==> src/hw/sso_pkg.sv <==
// shared constants and types for the stack and stack-pointer load group
// assumes one processor clock where one clock state equals one sys_clk cycle
package sso_pkg;

    // opcode bytes
    localparam logic [7:0] OP_PFX_X = 8'hdd; // index x prefix
    localparam logic [7:0] OP_PFX_Y = 8'hfd; // index y prefix
    localparam logic [7:0] OP_NONE = 8'h00; // no prefix pending
    localparam logic [7:0] OP_STORE_DIRECT = 8'h22; // store index y direct
    localparam logic [7:0] OP_LOAD_SP = 8'hf9; // load stack pointer
    localparam logic [7:0] OP_PUSH_IDX = 8'he5; // push index register
    localparam logic [7:0] OP_POP_IDX = 8'he1; // pop index register
    localparam logic [7:0] OP_PAIR_MASK = 8'hcf; // hides the pair select field
    localparam logic [7:0] OP_PUSH_PAIR = 8'hc5; // 11 qq 0101
    localparam logic [7:0] OP_POP_PAIR = 8'hc1; // 11 qq 0001

    // pair select field codes and position
    localparam int PAIR_SEL_LSB = 4;
    localparam logic [1:0] PAIR_COUNTER = 2'h0;
    localparam logic [1:0] PAIR_DEST = 2'h1;
    localparam logic [1:0] PAIR_POINTER = 2'h2;
    localparam logic [1:0] PAIR_ACCUM_FLAGS = 2'h3;

    // preset port register selects
    localparam logic [2:0] SEL_COUNTER = 3'h0;
    localparam logic [2:0] SEL_DEST = 3'h1;
    localparam logic [2:0] SEL_POINTER = 3'h2;
    localparam logic [2:0] SEL_ACCUM_FLAGS = 3'h3;
    localparam logic [2:0] SEL_INDEX_X = 3'h4;
    localparam logic [2:0] SEL_INDEX_Y = 3'h5;
    localparam logic [2:0] SEL_STACK = 3'h6;
    localparam logic [2:0] SEL_PROG = 3'h7;

    // machine cycle lengths in clock states
    localparam logic [2:0] T_FETCH = 3'h4; // plain opcode fetch
    localparam logic [2:0] T_FETCH_PUSH = 3'h5; // fetch stretched before a push
    localparam logic [2:0] T_FETCH_LDSP = 3'h6; // fetch stretched for a pointer copy
    localparam logic [2:0] T_MEM = 3'h3; // memory read or write
    localparam logic [2:0] T_SAMPLE = 3'h1; // state in which read data is taken
    localparam logic [2:0] T_WR_STROBE = 3'h1; // state in which the write strobe fires

    // whole instruction lengths in clock states
    localparam logic [4:0] TOT_LDSP = 5'h06;
    localparam logic [4:0] TOT_LDSP_IDX = 5'h0a;
    localparam logic [4:0] TOT_STORE_Y = 5'h14;
    localparam logic [4:0] TOT_PUSH = 5'h0b;
    localparam logic [4:0] TOT_PUSH_IDX = 5'h0f;
    localparam logic [4:0] TOT_POP = 5'h0a;
    localparam logic [4:0] TOT_POP_IDX = 5'h0e;

    // values after reset
    localparam logic [15:0] RST_PROG = 16'h0000;
    localparam logic [15:0] RST_STACK = 16'h0000;
    localparam logic [15:0] RST_PAIR = 16'h0000;

    // instruction classes
    typedef enum logic [2:0] {K_LDSP, K_STORE_Y, K_PUSH, K_POP, K_PREFIX, K_OTHER} sso_kind_t;

    // machine cycle sequencer states
    typedef enum logic [2:0] {S_FETCH1, S_FETCH2, S_RD1, S_RD2, S_WR1, S_WR2} sso_state_t;

endpackage : sso_pkg

==> src/hw/sso_tim_if.sv <==
// carrier between the sequencer and the clock state counter
// assumes both ends sit on the same sys_clk
`timescale 1ns/1ps
`default_nettype none
interface sso_tim_if;
    logic [2:0] len; // length of the current machine cycle
    logic [2:0] tstate; // clock state within the machine cycle, from 0
    logic last; // high in the final clock state of the machine cycle

    modport ctrl (output len, input tstate, input last);
    modport cnt (input len, output tstate, output last);
endinterface : sso_tim_if
`default_nettype wire

==> src/hw/sso_tstate.sv <==
// clock state counter for one machine cycle at a time
// assumes the length stays steady from the state before the final one onward
`timescale 1ns/1ps
`default_nettype none
module sso_tstate (
    input wire logic sys_clk,
    input wire logic reset,
    sso_tim_if.cnt tim
);

    logic [2:0] tstate_reg; // current clock state

    // final state of the cycle when the count reaches one less than the length
    assign tim.last = (tstate_reg == tim.len - 3'h1);
    assign tim.tstate = tstate_reg;

    // count up and restart at each machine cycle boundary
    always_ff @(posedge sys_clk or posedge reset)
    begin
        if (reset)
        begin
            tstate_reg <= 3'h0;
        end
        else if (tim.last)
        begin
            tstate_reg <= 3'h0;
        end
        else
        begin
            tstate_reg <= tstate_reg + 3'h1;
        end
    end

endmodule : sso_tstate
`default_nettype wire

==> src/hw/sso_core.sv <==
// executes stack, push, pop and direct index store instructions from memory
// assumes a same-clock memory that answers a read one cycle after mem_rd
// Operation
// [RQ1] store index y decoded from FD 22
// [RQ2] low byte to target, high to target+1
// [RQ3] F9 copies pointer pair into stack pointer
// [RQ4] DD F9 copies index x, 4+6 states
// [RQ5] FD F9 copies index y, 4+6 states
// [RQ6] pair field: counter, dest, pointer, accum-flags
// [RQ7] push pair: decrement, high, decrement, low
// [RQ8] DD E5 pushes index x, 15 states
// [RQ9] FD E5 pushes index y, 15 states
// [RQ10] pop pair: low, increment, high, increment
// [RQ11] DD E1 pops index x, 14 states
// [RQ12] pop index y low then high, 14 states
// [RQ13] 16-bit stack pointer, stack grows downward
// [RQ14] no flag bit changes in this group; a pop of the accumulator-flags pair loads af_reg
// [RQ15] pop index y decoded from FD E1
// [RQ16] pointer and address arithmetic wraps silently
`timescale 1ns/1ps
`default_nettype none
module sso_core (
    input wire logic sys_clk,
    input wire logic reset,
    output logic [15:0] mem_addr,
    output logic mem_rd,
    output logic mem_wr,
    output logic [7:0] mem_wdata,
    input wire logic [7:0] mem_rdata,
    output logic cfg_ready,
    input wire logic cfg_we,
    input wire logic [2:0] cfg_sel,
    input wire logic [15:0] cfg_data,
    output logic insn_done,
    output logic unsupported,
    output logic [15:0] pair_counter,
    output logic [15:0] pair_dest,
    output logic [15:0] pair_pointer,
    output logic [15:0] pair_accum_flags,
    output logic [15:0] index_reg_x,
    output logic [15:0] index_reg_y,
    output logic [15:0] stack_top_pointer,
    output logic [15:0] prog_counter
);

    sso_tim_if tim (); // clock state carrier
    sso_pkg::sso_state_t state_reg; // machine cycle in progress
    sso_pkg::sso_state_t state_next; // machine cycle that follows
    sso_pkg::sso_kind_t kind; // class of the instruction being run
    logic [7:0] prefix_reg; // pending prefix byte or none
    logic [7:0] op_reg; // last opcode byte fetched
    logic [7:0] lo_reg; // first byte read from memory
    logic [7:0] hi_reg; // second byte read from memory
    logic [15:0] target_reg; // direct store address
    logic [15:0] pc_reg; // next instruction byte address
    logic [15:0] sp_reg; // stack top pointer
    logic [15:0] bc_reg; // counter pair
    logic [15:0] de_reg; // dest pair
    logic [15:0] hl_reg; // pointer pair
    logic [15:0] af_reg; // accumulator and flags pair
    logic [15:0] ix_reg; // index register x
    logic [15:0] iy_reg; // index register y
    logic done_reg; // end of instruction pulse
    logic unsup_reg; // unknown opcode pulse
    logic [15:0] idx_sel; // index register named by the prefix
    logic [15:0] push_src; // value being pushed
    logic is_fetch; // fetch machine cycle
    logic is_read; // fetch or data read machine cycle
    logic sample; // read data valid this state
    logic insn_end; // final state of the instruction
    logic [4:0] tot_cnt_reg; // clock states since the instruction began

    // classify an opcode given the prefix that precedes it
    function automatic sso_pkg::sso_kind_t sso_decode(input logic [7:0] pfx, input logic [7:0] op);
        sso_pkg::sso_kind_t k;
        k = sso_pkg::K_OTHER;
        if (pfx == sso_pkg::OP_NONE)
        begin
            if (op == sso_pkg::OP_PFX_X || op == sso_pkg::OP_PFX_Y)
                k = sso_pkg::K_PREFIX;
            else if (op == sso_pkg::OP_LOAD_SP)
                k = sso_pkg::K_LDSP; // RQ3
            else if ((op & sso_pkg::OP_PAIR_MASK) == sso_pkg::OP_PUSH_PAIR)
                k = sso_pkg::K_PUSH; // RQ7
            else if ((op & sso_pkg::OP_PAIR_MASK) == sso_pkg::OP_POP_PAIR)
                k = sso_pkg::K_POP; // RQ10
        end
        else if (pfx == sso_pkg::OP_PFX_Y && op == sso_pkg::OP_STORE_DIRECT)
            k = sso_pkg::K_STORE_Y; // RQ1
        else if (op == sso_pkg::OP_LOAD_SP)
            k = sso_pkg::K_LDSP; // RQ4 RQ5
        else if (op == sso_pkg::OP_PUSH_IDX)
            k = sso_pkg::K_PUSH; // RQ8 RQ9
        else if (op == sso_pkg::OP_POP_IDX)
            k = sso_pkg::K_POP; // RQ11 RQ15
        return k;
    endfunction : sso_decode

    // pick a register pair by its two bit select field
    function automatic logic [15:0] sso_pair_pick(input logic [1:0] sel, input logic [15:0] bc,
        input logic [15:0] de, input logic [15:0] hl, input logic [15:0] af);
        logic [15:0] v;
        case (sel)
            sso_pkg::PAIR_COUNTER: v = bc;
            sso_pkg::PAIR_DEST: v = de;
            sso_pkg::PAIR_POINTER: v = hl;
            default: v = af;
        endcase
        return v;
    endfunction : sso_pair_pick

    // expected length in states of a whole instruction
    function automatic logic [4:0] sso_total(input sso_pkg::sso_kind_t k, input logic pfx);
        logic [4:0] t;
        case (k)
            sso_pkg::K_LDSP: t = pfx ? sso_pkg::TOT_LDSP_IDX : sso_pkg::TOT_LDSP;
            sso_pkg::K_STORE_Y: t = sso_pkg::TOT_STORE_Y;
            sso_pkg::K_PUSH: t = pfx ? sso_pkg::TOT_PUSH_IDX : sso_pkg::TOT_PUSH;
            sso_pkg::K_POP: t = pfx ? sso_pkg::TOT_POP_IDX : sso_pkg::TOT_POP;
            default: t = 5'h00;
        endcase
        return t;
    endfunction : sso_total

    sso_tstate u_tstate (
        .sys_clk(sys_clk),
        .reset(reset),
        .tim(tim)
    );

    // decode from the byte in op_reg; the first fetch never sees a prefix
    assign kind = sso_decode((state_reg == sso_pkg::S_FETCH1) ? sso_pkg::OP_NONE : prefix_reg, op_reg);
    assign idx_sel = (prefix_reg == sso_pkg::OP_PFX_Y) ? iy_reg : ix_reg;
    assign push_src = (prefix_reg == sso_pkg::OP_NONE) ?
        sso_pair_pick(op_reg[sso_pkg::PAIR_SEL_LSB +: 2], bc_reg, de_reg, hl_reg, af_reg) : idx_sel; // RQ6
    assign is_fetch = (state_reg == sso_pkg::S_FETCH1) || (state_reg == sso_pkg::S_FETCH2);
    assign is_read = is_fetch || (state_reg == sso_pkg::S_RD1) || (state_reg == sso_pkg::S_RD2);
    assign sample = is_read && (tim.tstate == sso_pkg::T_SAMPLE);
    assign insn_end = tim.last && (state_next == sso_pkg::S_FETCH1);

    // machine cycle length: fetches stretch once the opcode is known
    always_comb
    begin
        if (!is_fetch)
            tim.len = sso_pkg::T_MEM;
        else if (tim.tstate <= sso_pkg::T_SAMPLE)
            tim.len = sso_pkg::T_FETCH; // opcode not yet in op_reg
        else if (kind == sso_pkg::K_LDSP)
            tim.len = sso_pkg::T_FETCH_LDSP; // RQ3 RQ4 RQ5
        else if (kind == sso_pkg::K_PUSH)
            tim.len = sso_pkg::T_FETCH_PUSH; // RQ7 RQ8 RQ9
        else
            tim.len = sso_pkg::T_FETCH;
    end

    // bus drive: request in state 0, write strobe in its own state
    always_comb
    begin
        mem_rd = is_read && (tim.tstate == 3'h0);
        mem_wr = ((state_reg == sso_pkg::S_WR1) || (state_reg == sso_pkg::S_WR2)) &&
            (tim.tstate == sso_pkg::T_WR_STROBE);
        mem_wdata = 8'h00;
        if (is_fetch || (is_read && kind == sso_pkg::K_STORE_Y))
            mem_addr = pc_reg; // opcode and operand bytes
        else if (kind == sso_pkg::K_STORE_Y)
            mem_addr = target_reg; // RQ2
        else
            mem_addr = sp_reg; // RQ13
        if (state_reg == sso_pkg::S_WR1)
            mem_wdata = (kind == sso_pkg::K_STORE_Y) ? iy_reg[7:0] : push_src[15:8]; // RQ2 RQ7
        else if (state_reg == sso_pkg::S_WR2)
            mem_wdata = (kind == sso_pkg::K_STORE_Y) ? iy_reg[15:8] : push_src[7:0]; // RQ2 RQ7
    end

    // next machine cycle chosen by the instruction class
    always_comb
    begin
        state_next = sso_pkg::S_FETCH1;
        case (state_reg)
            sso_pkg::S_FETCH1,
            sso_pkg::S_FETCH2:
            begin
                if (kind == sso_pkg::K_PREFIX)
                    state_next = sso_pkg::S_FETCH2;
                else if (kind == sso_pkg::K_PUSH)
                    state_next = sso_pkg::S_WR1;
                else if (kind == sso_pkg::K_POP || kind == sso_pkg::K_STORE_Y)
                    state_next = sso_pkg::S_RD1;
            end
            sso_pkg::S_RD1: state_next = sso_pkg::S_RD2;
            sso_pkg::S_RD2: state_next = (kind == sso_pkg::K_STORE_Y) ? sso_pkg::S_WR1 : sso_pkg::S_FETCH1;
            sso_pkg::S_WR1: state_next = sso_pkg::S_WR2;
            default: state_next = sso_pkg::S_FETCH1;
        endcase
    end

    // machine cycle sequencer
    always_ff @(posedge sys_clk or posedge reset)
    begin
        if (reset)
            state_reg <= sso_pkg::S_FETCH1;
        else if (tim.last)
            state_reg <= state_next;
    end

    // opcode, prefix and read data capture
    always_ff @(posedge sys_clk or posedge reset)
    begin
        if (reset)
        begin
            op_reg <= 8'h00;
            prefix_reg <= sso_pkg::OP_NONE;
            lo_reg <= 8'h00;
            hi_reg <= 8'h00;
        end
        else
        begin
            if (sample && is_fetch)
                op_reg <= mem_rdata;
            else if (sample && state_reg == sso_pkg::S_RD1)
                lo_reg <= mem_rdata; // RQ1 RQ10 first byte is the low byte
            else if (sample && state_reg == sso_pkg::S_RD2)
                hi_reg <= mem_rdata;
            if (tim.last && state_reg == sso_pkg::S_FETCH1)
                prefix_reg <= (kind == sso_pkg::K_PREFIX) ? op_reg : sso_pkg::OP_NONE;
        end
    end

    // program counter steps past each opcode and operand byte
    always_ff @(posedge sys_clk or posedge reset)
    begin
        if (reset)
            pc_reg <= sso_pkg::RST_PROG;
        else if (cfg_ready && cfg_we && cfg_sel == sso_pkg::SEL_PROG)
            pc_reg <= cfg_data;
        else if (mem_rd && mem_addr == pc_reg && (is_fetch || kind == sso_pkg::K_STORE_Y))
            pc_reg <= pc_reg + 16'h0001;
    end

    // direct store address, then the byte above it
    always_ff @(posedge sys_clk or posedge reset)
    begin
        if (reset)
            target_reg <= 16'h0000;
        else if (tim.last && kind == sso_pkg::K_STORE_Y && state_reg == sso_pkg::S_RD2)
            target_reg <= {hi_reg, lo_reg}; // RQ1
        else if (tim.last && kind == sso_pkg::K_STORE_Y && state_reg == sso_pkg::S_WR1)
            target_reg <= target_reg + 16'h0001; // RQ2 RQ16
    end

    // stack pointer: copies, pre-decrement on push, post-increment on pop
    always_ff @(posedge sys_clk or posedge reset)
    begin
        if (reset)
            sp_reg <= sso_pkg::RST_STACK;
        else if (cfg_ready && cfg_we && cfg_sel == sso_pkg::SEL_STACK)
            sp_reg <= cfg_data;
        else if (tim.last)
        begin
            if (is_fetch && kind == sso_pkg::K_LDSP)
                sp_reg <= (prefix_reg == sso_pkg::OP_NONE || state_reg == sso_pkg::S_FETCH1) ?
                    hl_reg : idx_sel; // RQ3 RQ4 RQ5
            else if ((is_fetch || state_reg == sso_pkg::S_WR1) && kind == sso_pkg::K_PUSH)
                sp_reg <= sp_reg - 16'h0001; // RQ7 RQ13 RQ16
            else if ((state_reg == sso_pkg::S_RD1 || state_reg == sso_pkg::S_RD2) && kind == sso_pkg::K_POP)
                sp_reg <= sp_reg + 16'h0001; // RQ10 RQ16
        end
    end

    // register pairs and index registers: preset or pop
    always_ff @(posedge sys_clk or posedge reset)
    begin
        if (reset)
        begin
            bc_reg <= sso_pkg::RST_PAIR;
            de_reg <= sso_pkg::RST_PAIR;
            hl_reg <= sso_pkg::RST_PAIR;
            af_reg <= sso_pkg::RST_PAIR;
            ix_reg <= sso_pkg::RST_PAIR;
            iy_reg <= sso_pkg::RST_PAIR;
        end
        else if (cfg_ready && cfg_we)
        begin
            case (cfg_sel)
                sso_pkg::SEL_COUNTER: bc_reg <= cfg_data;
                sso_pkg::SEL_DEST: de_reg <= cfg_data;
                sso_pkg::SEL_POINTER: hl_reg <= cfg_data;
                sso_pkg::SEL_ACCUM_FLAGS: af_reg <= cfg_data;
                sso_pkg::SEL_INDEX_X: ix_reg <= cfg_data;
                sso_pkg::SEL_INDEX_Y: iy_reg <= cfg_data;
                default: ;
            endcase
        end
        else if (tim.last && state_reg == sso_pkg::S_RD2 && kind == sso_pkg::K_POP)
        begin
            // flags only move when the accumulator pair itself is popped
            if (prefix_reg == sso_pkg::OP_PFX_X)
                ix_reg <= {hi_reg, lo_reg}; // RQ11
            else if (prefix_reg == sso_pkg::OP_PFX_Y)
                iy_reg <= {hi_reg, lo_reg}; // RQ12 RQ15
            else
            begin
                case (op_reg[sso_pkg::PAIR_SEL_LSB +: 2])
                    sso_pkg::PAIR_COUNTER: bc_reg <= {hi_reg, lo_reg}; // RQ6
                    sso_pkg::PAIR_DEST: de_reg <= {hi_reg, lo_reg};
                    sso_pkg::PAIR_POINTER: hl_reg <= {hi_reg, lo_reg};
                    default: af_reg <= {hi_reg, lo_reg}; // RQ14
                endcase
            end
        end
    end

    // status pulses at the end of each instruction
    always_ff @(posedge sys_clk or posedge reset)
    begin
        if (reset)
        begin
            done_reg <= 1'b0;
            unsup_reg <= 1'b0;
        end
        else
        begin
            done_reg <= insn_end;
            unsup_reg <= insn_end && kind == sso_pkg::K_OTHER;
        end
    end

    // states elapsed within the current instruction, checked below
    always_ff @(posedge sys_clk or posedge reset)
    begin
        if (reset)
            tot_cnt_reg <= 5'h00;
        else if (insn_end)
            tot_cnt_reg <= 5'h00;
        else
            tot_cnt_reg <= tot_cnt_reg + 5'h01;
    end

    assign cfg_ready = (state_reg == sso_pkg::S_FETCH1) && (tim.tstate == 3'h0);
    assign insn_done = done_reg;
    assign unsupported = unsup_reg;
    assign pair_counter = bc_reg;
    assign pair_dest = de_reg;
    assign pair_pointer = hl_reg;
    assign pair_accum_flags = af_reg;
    assign index_reg_x = ix_reg;
    assign index_reg_y = iy_reg;
    assign stack_top_pointer = sp_reg;
    assign prog_counter = pc_reg;
endmodule : sso_core
`default_nettype wire

==> config.mk <==
export PLATFORM = sky130hd
export DESIGN_NAME = sso_core
export DESIGN_NICKNAME = d
export VERILOG_FILES = /design/src/hw/sso_pkg.sv /design/src/hw/sso_tim_if.sv /design/src/hw/sso_tstate.sv /design/src/hw/sso_core.sv
export SDC_FILE = /design/constraint.sdc
export NUM_CORES = 1
export LEC_CHECK = 0
export BUFFER_PORTS_ARGS = -buffer_cell sky130_fd_sc_hd__buf_4
export CAP_MARGIN = 40
export CORE_MARGIN = 3
export CORE_UTILIZATION = 30
export CTS_CLUSTER_DIAMETER = 120
export DETAILED_ROUTE_END_ITERATION = 8
export GPL_TIMING_DRIVEN = 0
export MAX_ROUTING_LAYER = met4
export PLACE_DENSITY = 0.55
export SLEW_MARGIN = 10
export SYNTH_ARGS = -nofsm -noshare
export SYNTH_HDL_FRONTEND = slang
export SYNTH_SLANG_ARGS = --single-unit
==> constraint.sdc <==
create_clock -name sys_clk -period 17.6 [get_ports sys_clk]
set_input_delay 1.76 -clock sys_clk [delete_from_list [all_inputs] [get_ports sys_clk]]
set_output_delay 1.76 -clock sys_clk [all_outputs]
set_load 0.05 [all_outputs]
==> results by group <==
Synth
  • Synth Register Bits: 184
  • Syn Std Cell Area: roughly 11,000 um2
  • Post-synth EDFFs: 0
  • Adder-Cell Fraction of Synth Area: about 2.5%
  • Largest family of logic cells by synthesized area: compound AO/OA/AOI/OAI gates
  • Syn avg cell area: 9.25 um2
  • Syn_nets: around 1.2k
  • Syn. warnings: 0
  • Post-Synth Simple-Gate Area: between 10% and 20%
  • Post-Synth XOR/XNOR Area: 1.47%
  • Synth Flop Type: dfrtp_1
  • Unique cell type count in the Yosys netlist: 74
  • Mapped Cells: about 1.2k
  • Post-synthesis compound-gate area fraction: 19.5%
  • Async SR Flop Fraction: 100%
  • Sequential share of the synthesized area: ~43%
  • Post-synthesis mux area share: 12.3%

Detailed routing
  • Vias: roughly 10k
  • Post-route ant nets: 0
  • Drt pass-1 iters: 5
  • Wire per inst: 23.7 um
  • Drt drc: 0
  • Drt total wl: 43,600 um
  • Vias per cell: 5.62
  • Starting DRT DRC Count: roughly 950

Timing
  • Fin. Hold Viols: 0
  • Slew HR: 38.3%
  • Max-slew violation count: 0
  • Setup Viol. Count Final: 0
  • Worst hold margin: about 0.52 ns
  • RSZ-0062 raised after global routing: false
  • Final setup margin: 12.13 ns
  • Slew @ Worst Pin: 0.899 ns
  • Setup Skew: ~0.015 ns
  • Max Clk Rate: roughly 180 MHz
  • Final period utilization: between 30% and 40%
  • Setup_tns: 0 ns
  • Final min period: between 5 and 6 ns

Worst setup path
  • Max stage delay on crit path: 0.70 ns
  • Cells along the critical path: clkbuf_1 > or3_1 > nand4_1 > clkbuf_1 > buf_1 > a21oi_1 > o21ai_0 > buf_4
  • Max FO, Critical Path: 10
  • R2R Setup Slk: 12.37 ns
  • WS Path Type: register to output port
  • Worst Path Arrival: roughly 3.7 ns
  • Slowest CP cell: buf_1
  • Top cell by count, worst path: clkbuf_1
  • Req. time, crit path: between 15 and 20 ns
  • Crit end category: output port
  • CP startpoint kind: register
  • Critical R2R Launch: state_reg[1]
  • Setup crit start: state_reg[2]

Pwr
  • Sequential share of power: 26.6%
  • Int Pwr: 1290 uW
  • Comb power frac: between 50% and 60%
  • NetSw: approximately 1500 uW
  • Cell Pwr Density: 210 nW/um2
  • Leakage power: 0.00629 uW
  • Peak supply drop: between 0.00015 and 0.0002 V
  • Pwr Total: between 2000 and 3000 uW
  • Clock power frac: 14.7%
  • Sw Share: about 54%

Job
  • Max Cap Viol: 0

Die
  • Die width: slightly below 200 um
  • Initial core utilization: 30.7%
  • IO Pins: 187
  • Placeable core area: 34,900 um2
  • Die area: 38,000 um2
  • Die Ht: 195 um
  • Row count: roughly 70

Clock tree
  • Clk_lat worst skew: around 0.45 ns
  • Sink Count: between 150 and 200
  • TritonCTS clock tree: built
  • Setup Fix Bufs, Post-CTS: 0
  • Number of hold buffers added after cts: 0
  • CTS H-Tree Depth: 4
  • Num CTS Buffers: 17
  • Root Driver: clkbuf_16
  • Max clock buf depth: 2
  • Cts repair resizes: 0
  • Clock-pin slew on the worst setup and hold paths: approximately 0.07 ns

Layout
  • Filler instances: between 3k and 4k
  • Most common cell after layout, fill and taps aside: buf_4
  • Most frequent cells in the layout: 194 x buf_4, 184 x dfrtp_1, 148 x nor2_1
  • Nets: 1,424
  • ANT cells: 0
  • Area Overhead vs Synth: 25.0%
  • Share of cells above drive strength 1: 22.2%

Global route
  • Initial antenna violation count: 0
  • GR Util All Layers: 23.1%
  • Total global routing overflow: 0
  • First-pass GRT wire length: 65,900 um
  • Largest net degree at the start of global routing: 113
  • Vias in the first global route: 10.3k

Status
  • Outcome: completed

Worst hold path
  • Worst hold path type: register to register
  • Hold Crit Start: op_reg[0]

Placement
  • PortBufs: between 150 and 200
  • RePlAce Congestion: 0.952
  • DP Worst Slack: 12.40 ns
  • Dpl hpwl: 34,000 um
==> synth_stat cells (4+ instances only) <==
cell type / count / area (um2)
or3_1: 4 / 25.0
a21o_1: 9 / 67.6
clkbuf_1: 47 / 176
ha_1: 20 / 250
nand2_1: 84 / 315
nand2b_1: 7 / 43.8
o21ai_1: 6 / 30.0
xnor2_1: 8 / 70.1
buf_1: 6 / 22.5
mux2_2: 22 / 248
nor3_1: 19 / 95.1
mux4_2: 16 / 360
a211oi_1: 22 / 165
xor2_1: 10 / 87.6
o21ai_0: 66 / 330
and2_1: 7 / 43.8
mux2i_1: 70 / 701
dfrtp_1: 184 / 4600
a221oi_1: 8 / 70.1
nor3b_1: 16 / 120
and3_1: 17 / 106
o211ai_1: 12 / 90.1
a21oi_1: 146 / 731
nor4_1: 5 / 31.3
nand3_1: 29 / 145
buf_2: 17 / 85.1
nand4_1: 12 / 75.1
o221ai_1: 6 / 52.6
nor2_1: 148 / 556
o22ai_1: 4 / 25.0
a221o_1: 20 / 200
inv_1: 48 / 180
==> final cells by class <==
cell class	instances	area (um2)	area share [%]
Clock inverter	13	166	1.24
Buffer	74	318	2.37
Timing Repair Buffer	196	1500	11.2
Clock buffer	19	433	3.23
Inverter	48	188	1.40
Tap cell	455	569	4.25
Multi-Input combinational cell	852	5620	42.0
Sequential cell	184	4600	34.4
==> worst max-delay path: cells and delay by family, from the launching register on <==
family,cells,cell delay (ns)
AO/OA/AOI/OAI,2,0.46
buffers and inverters,4,1.78
flip-flops,1,0.42
AND/OR/NAND/NOR,2,0.59
==> power groups by stage <==
stage | clock network, uW | logic [uW] | registers [uW]
2_1_floorplan | 0 | 754 | 1050
3_3_place_gp | 0 | 1620 | 753
3_5_place_dp | 0 | 1650 | 753
4_1_cts | 421 | 1650 | 748
5_1_grt | 436 | 1750 | 769
6_report | 415 | 1650 | 751
==> stage by stage <==
step                      utilization, %  std cells  cell area (um2)
after floorplan                        -       1158            10700
after global placement              36.4       1799            12700
after detailed placement            36.7       1809            12800
after CTS                           38.4       1841            13400
after global routing                38.4       1841            13400
final                               38.4       1841            13400
==> cell families (layout without fill, tap and decap cells) <==
kind of cell	after synthesis	count (layout)
and+or+nand+nor	374	374
muxes	109	109
xor gates and xnor gates	18	18
DFF	184	184
adders and majority gates	21	21
buffers and inverters	122	350
AOI/OAI and AO/OA	330	330
==> worst paths after layout <==
| check | endpoint | cells past startpoint |
|---|---|---|
| setup / recovery | mem_addr[13] | 8 |
| hold / removal | op_reg[0] | 1 |
| setup reg to reg | stack_top_pointer[13] | 17 |
| hold reg to reg | op_reg[0] | 1 |
| max in group asynchronous | prog_counter[15] | 3 |
| min in group asynchronous | pair_counter[9] | 2 |
==> per-layer routing <==
layer	vias up	share of wire, %	global-route usage [%]
met3	58	6.3	3.30
li1	4635	-	-
met1	5202	44	31.3
met5	-	0	-
met2	452	47	36.6
met4	0	2.2	6.05
No activity file was read; power rests on OpenSTA's default activity.
